--- src/rtl/modem_strap_pkg.sv ---
// Constants shared by the option-strap control block and its dial pulser.
// Assumes a 100 MHz aclk and a 32-bit AXI4-Lite register bus.
package modem_strap_pkg;
	// Clock and timing
	localparam int CLK_PERIOD_NS = 10;
	localparam int DIAL_PERIOD_MS = 100;
	localparam int DIAL_PERIOD_CYCLES_DEF =
		DIAL_PERIOD_MS * 1_000_000 / CLK_PERIOD_NS;
	// Make and break shares of one dial pulse, in percent
	localparam int US_MAKE_PCT = 40;
	localparam int US_BREAK_PCT = 60;
	localparam int EURO_MAKE_PCT = 33;
	localparam int EURO_BREAK_PCT = 67;
	// Line rates, bits per second
	localparam int LOW_SPEED_BPS = 300;
	localparam int HIGH_SPEED_BPS = 1200;
	// Register byte addresses
	localparam logic [3:0] CTRL_ADDR = 4'h0;
	localparam logic [3:0] RING_ANSWER_ADDR = 4'h4;
	localparam logic [3:0] STATUS_ADDR = 4'h8;
	// Control register fields
	localparam int CTRL_PROTO_OVR_BIT = 0;
	localparam int CTRL_PROTO_BELL_BIT = 1;
	localparam int CTRL_LOW_SPEED_BIT = 2;
	localparam int CTRL_HANGUP_BIT = 3;
	localparam int CTRL_DIAL_BIT = 4;
	localparam int CTRL_DIGIT_LSB = 8;
	localparam int DIGIT_W = 4;
	// Ring answer register fields
	localparam int RING_TARGET_W = 8;
	localparam int RING_OVR_BIT = 8;
	// Status register fields
	localparam int ST_BELL_BIT = 0;
	localparam int ST_EURO_BIT = 1;
	localparam int ST_AUTO_BIT = 2;
	localparam int ST_ANSWER_BIT = 3;
	localparam int ST_BUSY_BIT = 4;
	localparam int ST_LOW_SPEED_BIT = 5;
	localparam int ST_COUNT_LSB = 8;
	localparam int ST_PINS_LSB = 16;
	// Reset values
	localparam logic [RING_TARGET_W-1:0] RING_TARGET_RST = 8'h00;
	localparam logic [DIGIT_W-1:0] DIGIT_RST = 4'h0;
	// AXI responses
	localparam logic [1:0] RESP_OKAY = 2'b00;
	localparam logic [1:0] RESP_SLVERR = 2'b10;
	// Dial pulser states
	typedef enum logic [2:0] {
		DIAL_IDLE = 3'b001,
		DIAL_BREAK = 3'b010,
		DIAL_MAKE = 3'b100
	} dial_state_t;
endpackage

--- src/rtl/dial_pulser.sv ---
// Loop-disconnect dial pulser: one digit as a train of break/make pulses.
// Assumes start is a one-cycle pulse from logic on the same clock.
`timescale 1ns/1ps
module dial_pulser #(
	parameter int PERIOD_CYCLES = modem_strap_pkg::DIAL_PERIOD_CYCLES_DEF
) (
	input wire logic aclk,
	input wire logic aresetn,
	input wire logic start,
	input wire logic [modem_strap_pkg::DIGIT_W-1:0] digit,
	input wire logic euro,
	output logic line_make,
	output logic busy
);
	import modem_strap_pkg::*;

	localparam logic [31:0] US_MAKE = 32'(PERIOD_CYCLES * US_MAKE_PCT / 100);
	localparam logic [31:0] US_BREAK = 32'(PERIOD_CYCLES * US_BREAK_PCT / 100);
	localparam logic [31:0] EU_MAKE =
		32'(PERIOD_CYCLES * EURO_MAKE_PCT / 100);
	localparam logic [31:0] EU_BREAK =
		32'(PERIOD_CYCLES * EURO_BREAK_PCT / 100);

	dial_state_t state_reg;
	logic [31:0] timer_reg;
	logic [31:0] make_len_reg;
	logic [31:0] break_len_reg;
	logic [DIGIT_W-1:0] pulses_reg;

	// Break first, then make; digit zero sends ten pulses
	always_ff @(posedge aclk) begin
		if (!aresetn) begin
			state_reg <= DIAL_IDLE;
			timer_reg <= 32'h0000_0000;
			make_len_reg <= 32'h0000_0000;
			break_len_reg <= 32'h0000_0000;
			pulses_reg <= DIGIT_RST;
			line_make <= 1'b1;
			busy <= 1'b0;
		end else begin
			case (state_reg)
			DIAL_IDLE: begin
				if (start) begin
					make_len_reg <= euro ? EU_MAKE : US_MAKE; // see RULE3 RULE4
					break_len_reg <= euro ? EU_BREAK : US_BREAK; // see RULE4
					timer_reg <= (euro ? EU_BREAK : US_BREAK) - 32'h0000_0001;
					pulses_reg <= (digit == 4'h0) ? 4'hA : digit;
					line_make <= 1'b0;
					busy <= 1'b1;
					state_reg <= DIAL_BREAK;
				end
			end
			DIAL_BREAK: begin
				if (timer_reg == 32'h0000_0000) begin
					timer_reg <= make_len_reg - 32'h0000_0001;
					line_make <= 1'b1;
					state_reg <= DIAL_MAKE;
				end else begin
					timer_reg <= timer_reg - 32'h0000_0001;
				end
			end
			DIAL_MAKE: begin
				if (timer_reg != 32'h0000_0000) begin
					timer_reg <= timer_reg - 32'h0000_0001;
				end else if (pulses_reg == 4'h1) begin
					busy <= 1'b0;
					state_reg <= DIAL_IDLE;
				end else begin
					pulses_reg <= pulses_reg - 4'h1;
					timer_reg <= break_len_reg - 32'h0000_0001;
					line_make <= 1'b0;
					state_reg <= DIAL_BREAK;
				end
			end
			default: begin
				state_reg <= DIAL_IDLE;
				line_make <= 1'b1;
				busy <= 1'b0;
			end
			endcase
		end
	end

	// Pulse lengths follow the ratio latched at start
	a_make_ratio: assert property (@(posedge aclk) disable iff (!aresetn)
		(state_reg == DIAL_IDLE && start) |=>
		(make_len_reg == ($past(euro) ? EU_MAKE : US_MAKE)) &&
		(break_len_reg == ($past(euro) ? EU_BREAK : US_BREAK))) // see RULE4
		else $error("dial make/break lengths wrong");
	a_break_first: assert property (@(posedge aclk) disable iff (!aresetn)
		(state_reg == DIAL_IDLE && start) |=> !line_make && busy) // see RULE3
		else $error("dial pulse did not open with a break");
endmodule

--- src/rtl/modem_option_strap_control.sv ---
// Option straps, run-time overrides, speed indicator and ring answering
// of a dial modem controller, with an AXI4-Lite register slave.
// Assumes strap and ring pins are asynchronous; command inputs are on aclk.
//
// Functional notes
// RULE1: Protocol strap low selects V.22/V.21; high or open selects 103/212A.
// RULE2: Terminal protocol command overrides the protocol strap at run time.
// RULE3: Dial-ratio strap low uses European make/break timing, else U.S.
// RULE4: U.S. ratio is 40/60 make/break; European is 33/67.
// RULE5: Speed indicator is high in 300 bps mode, low in high speed.
// RULE6: Low speed indicator level means operation at 1200 bps.
// RULE7: Answer-inhibit strap low answers incoming calls on the first ring.
// RULE8: Ring-answer register can enable or disable answering, despite strap.
//
// Design decisions made here: the placing of the registers and the AXI4-Lite slave port.
`timescale 1ns/1ps
module modem_option_strap_control #(
	parameter int DIAL_PERIOD_CYCLES = modem_strap_pkg::DIAL_PERIOD_CYCLES_DEF
) (
	input wire logic aclk,
	input wire logic aresetn,
	input wire logic [3:0] s_axi_awaddr,
	input wire logic s_axi_awvalid,
	output logic s_axi_awready,
	input wire logic [31:0] s_axi_wdata,
	input wire logic [3:0] s_axi_wstrb,
	input wire logic s_axi_wvalid,
	output logic s_axi_wready,
	output logic [1:0] s_axi_bresp,
	output logic s_axi_bvalid,
	input wire logic s_axi_bready,
	input wire logic [3:0] s_axi_araddr,
	input wire logic s_axi_arvalid,
	output logic s_axi_arready,
	output logic [31:0] s_axi_rdata,
	output logic [1:0] s_axi_rresp,
	output logic s_axi_rvalid,
	input wire logic s_axi_rready,
	input wire logic protocol_family_strap,
	input wire logic dial_ratio_strap,
	input wire logic answer_inhibit_strap,
	input wire logic ring_detect,
	input wire logic protocol_cmd_valid,
	input wire logic protocol_cmd_bell,
	output logic speed_indicator_n,
	output logic answer_request,
	output logic line_make,
	output logic bell_mode
);
	import modem_strap_pkg::*;

	localparam int PINS = 4;

	logic [PINS-1:0] pin_raw;
	logic [PINS-1:0] pin_meta_reg;
	logic [PINS-1:0] pin_sync_reg;
	logic aw_hold_reg;
	logic w_hold_reg;
	logic [3:0] aw_addr_reg;
	logic [31:0] w_data_reg;
	logic [3:0] w_strb_reg;
	logic wr_fire;
	logic [31:0] ctrl_word;
	logic [31:0] ring_word;
	logic [31:0] status_word;
	logic [31:0] ctrl_next;
	logic [31:0] ring_next;
	logic proto_ovr_reg;
	logic proto_bell_reg;
	logic low_speed_reg;
	logic answer_ovr_reg;
	logic [RING_TARGET_W-1:0] ring_target_reg;
	logic [DIGIT_W-1:0] digit_reg;
	logic dial_start_reg;
	logic hangup;
	logic euro_reg;
	logic ring_prev_reg;
	logic ring_rise;
	logic [RING_TARGET_W-1:0] ring_count_reg;
	logic [RING_TARGET_W-1:0] ring_count_next;
	logic auto_en;
	logic [RING_TARGET_W-1:0] target_eff;
	logic bell_mode_next;
	logic dial_busy;

	// Byte-lane merge of a write into an old register word
	function automatic logic [31:0] merge(input logic [31:0] old,
		input logic [31:0] data, input logic [3:0] strb);
		logic [31:0] res;
		res = old;
		for (int i = 0; i < 4; i++) begin
			if (strb[i]) begin
				res[8*i +: 8] = data[8*i +: 8];
			end
		end
		return res;
	endfunction

	// Two-stage synchronisers for straps and ring detect
	assign pin_raw = {ring_detect, answer_inhibit_strap, dial_ratio_strap,
		protocol_family_strap};
	for (genvar g = 0; g < PINS; g++) begin : g_sync
		always_ff @(posedge aclk) begin
			if (!aresetn) begin
				pin_meta_reg[g] <= 1'b1;
				pin_sync_reg[g] <= 1'b1;
			end else begin
				pin_meta_reg[g] <= pin_raw[g];
				pin_sync_reg[g] <= pin_meta_reg[g];
			end
		end
	end

	// Write channel: address and data taken in either order
	assign wr_fire = aw_hold_reg && w_hold_reg && !s_axi_bvalid;
	always_ff @(posedge aclk) begin
		if (!aresetn) begin
			aw_hold_reg <= 1'b0;
			w_hold_reg <= 1'b0;
			aw_addr_reg <= 4'h0;
			w_data_reg <= 32'h0000_0000;
			w_strb_reg <= 4'h0;
			s_axi_awready <= 1'b1;
			s_axi_wready <= 1'b1;
			s_axi_bvalid <= 1'b0;
			s_axi_bresp <= RESP_OKAY;
		end else begin
			if (s_axi_awvalid && s_axi_awready) begin
				aw_hold_reg <= 1'b1;
				aw_addr_reg <= s_axi_awaddr;
				s_axi_awready <= 1'b0;
			end
			if (s_axi_wvalid && s_axi_wready) begin
				w_hold_reg <= 1'b1;
				w_data_reg <= s_axi_wdata;
				w_strb_reg <= s_axi_wstrb;
				s_axi_wready <= 1'b0;
			end
			if (wr_fire) begin
				aw_hold_reg <= 1'b0;
				w_hold_reg <= 1'b0;
				s_axi_bvalid <= 1'b1;
				// Status is read-only, so writes to it are errors too
				s_axi_bresp <= (aw_addr_reg == CTRL_ADDR ||
					aw_addr_reg == RING_ANSWER_ADDR) ? RESP_OKAY : RESP_SLVERR;
			end
			if (s_axi_bvalid && s_axi_bready) begin
				s_axi_bvalid <= 1'b0;
				s_axi_awready <= 1'b1;
				s_axi_wready <= 1'b1;
			end
		end
	end

	// Register images as software sees them
	always_comb begin
		ctrl_word = 32'h0000_0000;
		ctrl_word[CTRL_PROTO_OVR_BIT] = proto_ovr_reg;
		ctrl_word[CTRL_PROTO_BELL_BIT] = proto_bell_reg;
		ctrl_word[CTRL_LOW_SPEED_BIT] = low_speed_reg;
		ctrl_word[CTRL_DIGIT_LSB +: DIGIT_W] = digit_reg;
		ring_word = 32'h0000_0000;
		ring_word[RING_TARGET_W-1:0] = ring_target_reg;
		ring_word[RING_OVR_BIT] = answer_ovr_reg;
		status_word = 32'h0000_0000;
		status_word[ST_BELL_BIT] = bell_mode;
		status_word[ST_EURO_BIT] = euro_reg;
		status_word[ST_AUTO_BIT] = auto_en;
		status_word[ST_ANSWER_BIT] = answer_request;
		status_word[ST_BUSY_BIT] = dial_busy;
		status_word[ST_LOW_SPEED_BIT] = low_speed_reg;
		status_word[ST_COUNT_LSB +: RING_TARGET_W] = ring_count_reg;
		status_word[ST_PINS_LSB +: PINS] = pin_sync_reg;
	end
	assign ctrl_next = merge(ctrl_word, w_data_reg, w_strb_reg);
	assign ring_next = merge(ring_word, w_data_reg, w_strb_reg);
	assign hangup = wr_fire && aw_addr_reg == CTRL_ADDR &&
		ctrl_next[CTRL_HANGUP_BIT];

	// Control register; a terminal command beats a bus write
	always_ff @(posedge aclk) begin
		if (!aresetn) begin
			proto_ovr_reg <= 1'b0;
			proto_bell_reg <= 1'b1;
			low_speed_reg <= 1'b0;
			digit_reg <= DIGIT_RST;
			dial_start_reg <= 1'b0;
		end else begin
			dial_start_reg <= wr_fire && aw_addr_reg == CTRL_ADDR &&
				ctrl_next[CTRL_DIAL_BIT] && !dial_busy;
			if (wr_fire && aw_addr_reg == CTRL_ADDR) begin
				proto_ovr_reg <= ctrl_next[CTRL_PROTO_OVR_BIT];
				proto_bell_reg <= ctrl_next[CTRL_PROTO_BELL_BIT];
				low_speed_reg <= ctrl_next[CTRL_LOW_SPEED_BIT];
				digit_reg <= ctrl_next[CTRL_DIGIT_LSB +: DIGIT_W];
			end
			if (protocol_cmd_valid) begin
				proto_ovr_reg <= 1'b1; // see RULE2
				proto_bell_reg <= protocol_cmd_bell; // see RULE2
			end
		end
	end

	// Ring answer register; a write with RING_OVR_BIT set puts software in charge
	always_ff @(posedge aclk) begin
		if (!aresetn) begin
			answer_ovr_reg <= 1'b0;
			ring_target_reg <= RING_TARGET_RST;
		end else if (wr_fire && aw_addr_reg == RING_ANSWER_ADDR) begin
			answer_ovr_reg <= ring_next[RING_OVR_BIT]; // see RULE8
			ring_target_reg <= ring_next[RING_TARGET_W-1:0]; // see RULE8
		end
	end

	// Protocol family, dial ratio and speed indicator
	always_comb begin
		bell_mode_next = pin_sync_reg[0]; // see RULE1
		if (protocol_cmd_valid) begin
			bell_mode_next = protocol_cmd_bell; // see RULE2
		end else if (proto_ovr_reg) begin
			bell_mode_next = proto_bell_reg; // see RULE2
		end
	end
	always_ff @(posedge aclk) begin
		if (!aresetn) begin
			bell_mode <= 1'b1;
			euro_reg <= 1'b0;
			speed_indicator_n <= 1'b0;
		end else begin
			bell_mode <= bell_mode_next;
			euro_reg <= !pin_sync_reg[1]; // see RULE3
			// High in 300 bps mode, low in 1200 bps mode
			speed_indicator_n <= low_speed_reg; // see RULE5 RULE6
		end
	end

	// Ring counting and answering; a ring beats a same-cycle hang-up
	assign ring_rise = pin_sync_reg[3] && !ring_prev_reg;
	assign auto_en = answer_ovr_reg ? (ring_target_reg != 8'h00) :
		!pin_sync_reg[2]; // see RULE7 RULE8
	assign target_eff = answer_ovr_reg ? ring_target_reg : 8'h01; // see RULE7
	assign ring_count_next = (hangup ? 8'h00 : ring_count_reg) +
		((ring_rise && ring_count_reg != 8'hFF) ? 8'h01 : 8'h00);
	always_ff @(posedge aclk) begin
		if (!aresetn) begin
			ring_prev_reg <= 1'b1;
			ring_count_reg <= 8'h00;
			answer_request <= 1'b0;
		end else begin
			ring_prev_reg <= pin_sync_reg[3];
			ring_count_reg <= ring_count_next;
			if (ring_rise && auto_en && ring_count_next == target_eff) begin
				answer_request <= 1'b1; // see RULE7 RULE8
			end else if (hangup) begin
				answer_request <= 1'b0;
			end
		end
	end

	// Read channel, one cycle from address to data
	always_ff @(posedge aclk) begin
		if (!aresetn) begin
			s_axi_arready <= 1'b1;
			s_axi_rvalid <= 1'b0;
			s_axi_rdata <= 32'h0000_0000;
			s_axi_rresp <= RESP_OKAY;
		end else if (s_axi_arvalid && s_axi_arready) begin
			s_axi_arready <= 1'b0;
			s_axi_rvalid <= 1'b1;
			s_axi_rresp <= RESP_OKAY;
			case (s_axi_araddr)
			CTRL_ADDR: s_axi_rdata <= ctrl_word;
			RING_ANSWER_ADDR: s_axi_rdata <= ring_word;
			STATUS_ADDR: s_axi_rdata <= status_word;
			default: begin
				s_axi_rdata <= 32'h0000_0000;
				s_axi_rresp <= RESP_SLVERR;
			end
			endcase
		end else if (s_axi_rvalid && s_axi_rready) begin
			s_axi_rvalid <= 1'b0;
			s_axi_arready <= 1'b1;
		end
	end

	// Dial pulser uses the ratio chosen by the strap
	dial_pulser #(
		.PERIOD_CYCLES(DIAL_PERIOD_CYCLES)
	) u_dial (
		.aclk(aclk),
		.aresetn(aresetn),
		.start(dial_start_reg),
		.digit(digit_reg),
		.euro(euro_reg), // see RULE3
		.line_make(line_make),
		.busy(dial_busy)
	);

	a_strap_family: assert property (@(posedge aclk) disable iff (!aresetn)
		(!proto_ovr_reg && !protocol_cmd_valid) |=>
		(bell_mode == $past(pin_sync_reg[0]))) // see RULE1
		else $error("protocol family does not follow strap");
	a_cmd_override: assert property (@(posedge aclk) disable iff (!aresetn)
		protocol_cmd_valid |=> (bell_mode == $past(protocol_cmd_bell)) &&
		proto_ovr_reg) // see RULE2
		else $error("protocol command not applied");
	a_ratio_strap: assert property (@(posedge aclk) disable iff (!aresetn)
		##1 (euro_reg == !$past(pin_sync_reg[1]))) // see RULE3
		else $error("dial ratio does not follow strap");
	a_speed_low: assert property (@(posedge aclk) disable iff (!aresetn)
		$rose(low_speed_reg) |-> ##1 speed_indicator_n) // see RULE5
		else $error("speed indicator not high in low speed");
	a_speed_high: assert property (@(posedge aclk) disable iff (!aresetn)
		$fell(low_speed_reg) |-> ##1 !speed_indicator_n) // see RULE6
		else $error("speed indicator not low in high speed");
	a_first_ring: assert property (@(posedge aclk) disable iff (!aresetn)
		(!answer_ovr_reg && !pin_sync_reg[2] && ring_rise && !hangup &&
		ring_count_reg == 8'h00) |=> answer_request) // see RULE7
		else $error("no answer on first ring");
	a_sw_disable: assert property (@(posedge aclk) disable iff (!aresetn)
		(answer_ovr_reg && ring_target_reg == 8'h00 && !answer_request) |=>
		!answer_request) // see RULE8
		else $error("answered while disabled by software");
endmodule

--- config.mk ---
export PLATFORM = sky130hd
export DESIGN_NAME = modem_option_strap_control
export DESIGN_NICKNAME = d
export VERILOG_FILES = /design/src/rtl/modem_strap_pkg.sv /design/src/rtl/dial_pulser.sv /design/src/rtl/modem_option_strap_control.sv
export SDC_FILE = /design/constraint.sdc
export NUM_CORES = 1
export LEC_CHECK = 0
export ABC_CLOCK_PERIOD_IN_PS = 3900
export BUFFER_PORTS_ARGS = -buffer_cell sky130_fd_sc_hd__buf_2
export CAP_MARGIN = 5
export CORE_MARGIN = 5
export CORE_UTILIZATION = 48
export DETAILED_ROUTE_END_ITERATION = 8
export GPL_ROUTABILITY_DRIVEN = 0
export PLACE_DENSITY = 0.65
export SLEW_MARGIN = 20
export SYNTH_ARGS = -nofsm -noshare
export SYNTH_HDL_FRONTEND = slang
export SYNTH_SLANG_ARGS = --single-unit
--- constraint.sdc ---
create_clock -name aclk -period 3.9 [get_ports aclk]
set_input_delay 0.195 -clock aclk [delete_from_list [all_inputs] [get_ports aclk]]
set_output_delay 0.195 -clock aclk [all_outputs]
set_load 0.01 [all_outputs]
==> results.md, run 1 <==
* FF+latch count, synth at 129
* Combinational power share at 5.2%
* Vias in the first global route at 5,991
* FP Rows at 44
* Worst Hold Class: in -> reg
* Fmax achieved at 0.3292 GHz
* Worst setup EP type: flip-flop
* Critical setup path kind: reg -> reg
* Die X at 131.0 microns
* Root Buffer: clkbuf_16
* Core ar. at 0.01442 sq mm
* Largest net degree at the start of global routing at 57
* Post-CTS sizing at 0
* Gr usage total at 22.61%
* # setup viols final at 0
* Post-DP HPWL at 13,330 microns
* Ys async rst share at 0%
* Initial antenna violation count at 0
* Ys flop type: dfxtp_1
* Slew @ Worst Pin at 0.9633 ns
* Worst-path fanout max at 28
* Post-synthesis sequential area ratio at 36.73%
* CTS Buf Count at 17
* Worst Path Buf+Inv at 0
* CP max stage delay at 0.61 ns
* Setup bufs post-CTS at 0
* Clk Latency, worst-skew pair at 0.42 ns
* Share of layout cells above drive strength 1 at 15.24%
* Final Max Slew Viols at 0
* Setup tns final at 0 ns
* Average size of a mapped cell at 8.110 sq um
* DRC Markers at 0
* Top delay family on crit path: simple AND/OR/NAND/NOR gates
* Initial Utilization at 48.75%
* 1st-pass router iterations at 5
* Max reg flops at 32
* R2R setup slack at 0.86 ns
* # IOs at 102
* Die Ht at 131.0 microns
* Top post-synthesis cells by area: dfxtp_1 37%, a21oi_1 5.2%, nand2_1 4.0%, nor2_1 3.8%, o21ai_0 3.7%
* Final net count at 994
* Unrepaired setup endpoints after global routing: no
* CTS tree: yes
* Max cap viols at 0
* Cells after DPL at 1,076
* Status: finished clean
* Yosys warnings at 0
* Area growth, synth to finish at 14.54%
* Synth area leader: dfxtp_1
* Synth unique cells at 76
* Top cell type's share of synthesized area at 36.73%
* Seq pwr share at 44.8%
* VDD IR max at 313.3 uV
* CP Launch Type: flip-flop
* Vias at 6,655
* Pleak at 3.260 nW
* 1st-iter DRT viols at 617
* Top-count cell post-synth: dfxtp_1
* Total congestion overflow at 0
* # port buffers at 65
* Non-Filler Instances at 1,116
* Cell internal pwr at 2.314 mW
* Slowest-stage cell, CP: o21a_1
* Final ANT Viol Nets at 0
* Rel. slew slack at 35.78%
* Clk_skew at 0.009162 ns
* Area of the mapped netlist at 0.007032 sq mm
* Wire per inst at 17.33 microns
* First-pass GRT wire length at 30,730 microns
* CTS Buffer Depth at 2
* Vias per cell at 5.963
* Switching share of total power at 24.29%
* Clk pwr share at 49.9%
* Hold Fails Final Rpt at 0
* Critical path data required time at 4.19 ns
* Post-synth EDFFs at 0
* Worst-path clk slew at 0.06 ns
* Htree depth at 4
* Die footprint at 0.01717 sq mm
* Data arrival, critical path at 3.33 ns
* Crit path time final at 3.038 ns
* PD cells at 379.4 mW/mm^2
* Clock Sink Count at 129
* Crit-path cells: nor4_1, and3_1, nand3_2, o21a_1, nand2_1, o22ai_1
* Sw power at 0.7421 mW
* Post-synth top cells: 129 x dfxtp_1, 75 x nand2_1, 73 x a21oi_1
* Final period utilization at 77.90%
* Ant diodes at 0
* Post-synthesis cell count at 867
* Final wirelength at 19,340 microns
## placed cells by master (no fill, tap or decap), types with 17 or more instances in the layout
| master | Yosys | final |
|---|---|---|
| nand2_1 | 75 | 75 |
| inv_1 | 20 | 19 |
| a21oi_1 | 73 | 73 |
| ha_1 | 18 | 18 |
| clkbuf_16 | 0 | 17 |
| nor2_1 | 72 | 72 |
| nor3_1 | 38 | 38 |
| nand3_1 | 32 | 32 |
| o21ai_0 | 52 | 52 |
| nand2b_1 | 17 | 17 |
| dfxtp_1 | 129 | 129 |
| buf_2 | 9 | 65 |
| mux2i_1 | 19 | 19 |
| xnor2_1 | 23 | 23 |
## tightest hold or removal path, delay by kind of cell
kind / cells / cell delay [ns]
buf+inv: 1 / 0.09
simple gates: 1 / 0.05
compound gates: 1 / 0.05
## power by group through the flow
stage               clock, mW  sequential, mW  combinational (mW)
finish                   1.53            1.37               0.160
global route             1.60            1.37               0.180
detailed placement          0            1.40               0.154
global placement            0            1.40               0.153
CTS                      1.55            1.37               0.161
floorplan                   0            1.40               0.106
## timing repair
item / 4_1_cts / 5_1_grt
endpoints found under the setup margin: 0 / 0
hold endpoints to repair: 8 / 0
hold buffers: 8 / 0
## final timing paths
check	to	cells past startpoint	from
min reg2reg	pin_sync_reg[1]	1	pin_meta_reg[1]
max	u_dial.timer_reg[9]	6	u_dial.timer_reg[2]
min	w_data_reg[6]	3	s_axi_wdata[6]
max reg2reg	u_dial.timer_reg[9]	6	u_dial.timer_reg[2]
## cell families (layout without fill, tap and decap cells)
kind of cell    Yosys count  in the layout  share of synthesized area, %
simple gates            324            324                         23.83
compound gates          251            251                         22.74
flops                   129            129                         36.73
buf+inv                  90            142                         6.139
xor+xnor                 28             28                         3.487
mux                      26             26                         3.826
fa+ha+maj                18             18                         3.203
other cells               1             14                       0.05333
## per-stage QoR
stage          hold slack [ns]  utilization (%)  setup WS, ns  total power [mW]  instance area, sq um
3_5_place_dp            0.3851            51.33        0.9265             1.553                  7403
6_report               0.01486            55.84        0.8620             3.056                  8054
4_1_cts               0.001163            55.84        0.9008             3.085                  8054
5_1_grt               0.009868            55.84        0.6367             3.160                  8054
3_3_place_gp            0.3911            51.33        0.9794             1.551                  7403
2_1_floorplan           0.2954                -         1.042             1.504                  7081
## layer usage
layer / vias to the layer above / GRT usage, % / wire length [microns]
met5: - / 0 / 0
met4: 0 / 7.683 / 390
met3: 33 / 4.634 / 1794
met2: 293 / 33.12 / 8239
met1: 3072 / 33.01 / 8914
li1: 3257 / - / -
## final cells by class
type,instances,area [sq um]
fillers,1376,6370
multi-input cells,661,4066
flip-flops and latches,129,2582
repair buffers,89,525.5
clock buffers,19,442.9
well taps,184,230.2
clock inverters,13,127.6
inverters,21,78.83
Power figures use the tool's default switching activity.
==> run 2, diff against run 1 <==
--- a/config.mk
+++ b/config.mk
@@ -5,7 +5,7 @@
 export SDC_FILE = /design/constraint.sdc
 export NUM_CORES = 1
 export LEC_CHECK = 0
-export ABC_CLOCK_PERIOD_IN_PS = 3900
+export ABC_CLOCK_PERIOD_IN_PS = 3100
 export BUFFER_PORTS_ARGS = -buffer_cell sky130_fd_sc_hd__buf_2
 export CAP_MARGIN = 5
 export CORE_MARGIN = 5
==> constraint.sdc (replaced) <==
create_clock -name aclk -period 3.1 [get_ports aclk]
set_input_delay 0.155 -clock aclk [delete_from_list [all_inputs] [get_ports aclk]]
set_output_delay 0.155 -clock aclk [all_outputs]
set_load 0.01 [all_outputs]
==> run 2 against run 1 <==
Non-clock buffer count increased by 25. Clock power increased by 36%. Critical path depth increased by 1. Global-route usage about the same. Hold slack improved by 0.00072 ns. First-iteration DRC count increased by 17%. Largest power group unchanged. Largest cell class unchanged. Sequential power increased by 26%. Wire length increased by 0.23%. Cell area increased by 3.6%. Flip-flop and latch count unchanged. Fmax increased by 6.6%. Critical endpoint is now u_dial.timer_reg[24]. Via count increased by 0.39%.
==> results.md, run 2 (synthesis gave the netlist of run 1 again) <==
* Area growth, synth to finish at 18.65%
* CTS Buffer Depth at 2
* Worst setup EP type: flip-flop
* CP Launch Type: flip-flop
* VDD IR max at 381.2 uV
* Setup bufs post-CTS at 0
* # setup viols final at 0
* Final core utilization at 57.84%
* Max reg flops at 32
* Setup crit end: u_dial.timer_reg[24]
* Final period utilization at 91.96%
* Root Buffer: clkbuf_16
* Rel. slew slack at 42.04%
* Max cap viols at 0
* 1st-pass router iterations at 5
* Die X at 131.0 microns
* Status: finished clean
* FP Rows at 44
* Vias at 6,681
* Htree depth at 4
* CTS tree: yes
* Hold Startpoint: s_axi_rready
* Crit. path cell count at 7
* Crit-path cells: nor4_1, nand3_1, nor4_4, buf_4, o22ai_1, a21o_1, o211a_1
* Hold_ws at 0.01559 ns
* Vias in the first global route at 5,813
* Initial antenna violation count at 0
* # port buffers at 65
* Share of layout cells above drive strength 1 at 15.88%
* Unrepaired setup endpoints after global routing: no
* Cells after DPL at 1,085
* Ant diodes at 0
* Wire per inst at 16.99 microns
* CTS Hold Bufs at 24
* Slew @ Worst Pin at 0.8673 ns
* Die footprint at 0.01717 sq mm
* Core ar. at 0.01442 sq mm
* CTS Buf Count at 17
* Clock Sink Count at 129
* Total congestion overflow at 0
* Final ANT Viol Nets at 0
* Worst r2r path cells at 7
* Clk_skew at 0.006297 ns
* Initial Utilization at 48.75%
* # IOs at 102
* Largest net degree at the start of global routing at 49
* Worst-path fanout max at 9
* Die Ht at 131.0 microns
* Hold Fails Final Rpt at 0
* First-pass GRT wire length at 30,790 microns
* Final net count at 1,019
* Slowest-stage cell, CP: nor4_4
* Worst Hold Class: in -> reg
* Worst Path Buf+Inv at 1
* R2R setup slack at 0.25 ns
* Setup tns final at 0 ns
* Pleak at 3.401 nW
* Commonest non-fill, non-tap cells in the layout: 129 x dfxtp_1, 75 x nand2_1, 73 x a21oi_1, 72 x nor2_1, 65 x buf_2
* Commonest non-fill, non-tap cell in the layout: dfxtp_1
* Final Max Slew Viols at 0
* Data arrival, critical path at 3.16 ns
* Critical path data required time at 3.41 ns
* Non-Filler Instances at 1,141
* CP max stage delay at 0.72 ns
* Post-CTS sizing at 0
* DRC Markers at 0
* Total power at 4.027 mW
* 1st-iter DRT viols at 723
* Top delay family on crit path: simple AND/OR/NAND/NOR gates
* Worst-path clk slew at 0.06 ns
* Crit path time final at 2.851 ns
* PD cells at 482.7 mW/mm^2
* Gr usage total at 22.61%
* Post-DP HPWL at 13,570 microns
* Critical setup path kind: reg -> reg
* CP startpoint: u_dial.timer_reg[2]
* R2r startpoint: u_dial.timer_reg[2]
* Vias per cell at 5.855
* Reg2reg end: u_dial.timer_reg[24]
* Clk Latency, worst-skew pair at 0.42 ns
* Final wirelength at 19,380 microns
* Fmax achieved at 0.3508 GHz
==> run 2: cell count changes in the layout (fill, tap and decap cells not counted) <==
cell,change
buf_12,+1
buf_4,+8
bufinv_16,+2
clkbuf_1,-1
clkinv_4,+1
clkinvlp_4,-1
dlygate4sd3_1,+16
inv_6,-1
==> run 2: worst register-to-register path, stage by stage (launching register included) <==
cell and delay, ns:
dfxtp_1 0.38, nor4_1 0.54, nand3_1 0.39, nor4_4 0.72
buf_4 0.28, o22ai_1 0.14, a21o_1 0.18, o211a_1 0.12
==> run 2: worst min-delay path by stage <==
stage	end	cells after the start	slack (ns)
floorplan	s_axi_awready	1	0.26
global placement	pin_meta_reg[0]	2	0.34
detailed placement	pin_meta_reg[0]	2	0.35
CTS	s_axi_rvalid	3	0.0007
global route	s_axi_rvalid	3	0.003
finish	s_axi_rvalid	3	0.02
==> run 2: where the power goes <==
group	leakage, nW	internal [mW]	switching, mW
Combinational	2.06	0.0944	0.128
Sequential	1.05	1.70	0.0273
Clock	0.297	1.30	0.784
==> run 2: metrics by stage <==
| stage | setup WS (ns) | instance area [sq um] |
|---|---|---|
| finish | 0.2491 | 8343 |
| global route | 0.02185 | 8343 |
| floorplan | 0.2424 | 7081 |
| CTS | 0.3113 | 8343 |
| global placement | 0.3683 | 7483 |
| detailed placement | 0.3311 | 7483 |
==> run 2: area by class of cell <==
type | count | area (sq um)
inverters | 21 | 78.83
clock buffers | 18 | 439.2
repair buffers | 114 | 765.7
flip-flops and latches | 129 | 2582
fillers | 1325 | 6081
clock inverters | 14 | 180.2
well taps | 184 | 230.2
multi-input cells | 661 | 4066
==> run 2: routing by layer <==
metal / part of all wire, % / track usage, %
met5: 0 / 0
met4: 1.8 / 6.715
met3: 7.7 / 4.634
met2: 42 / 32.44
met1: 48 / 33.94
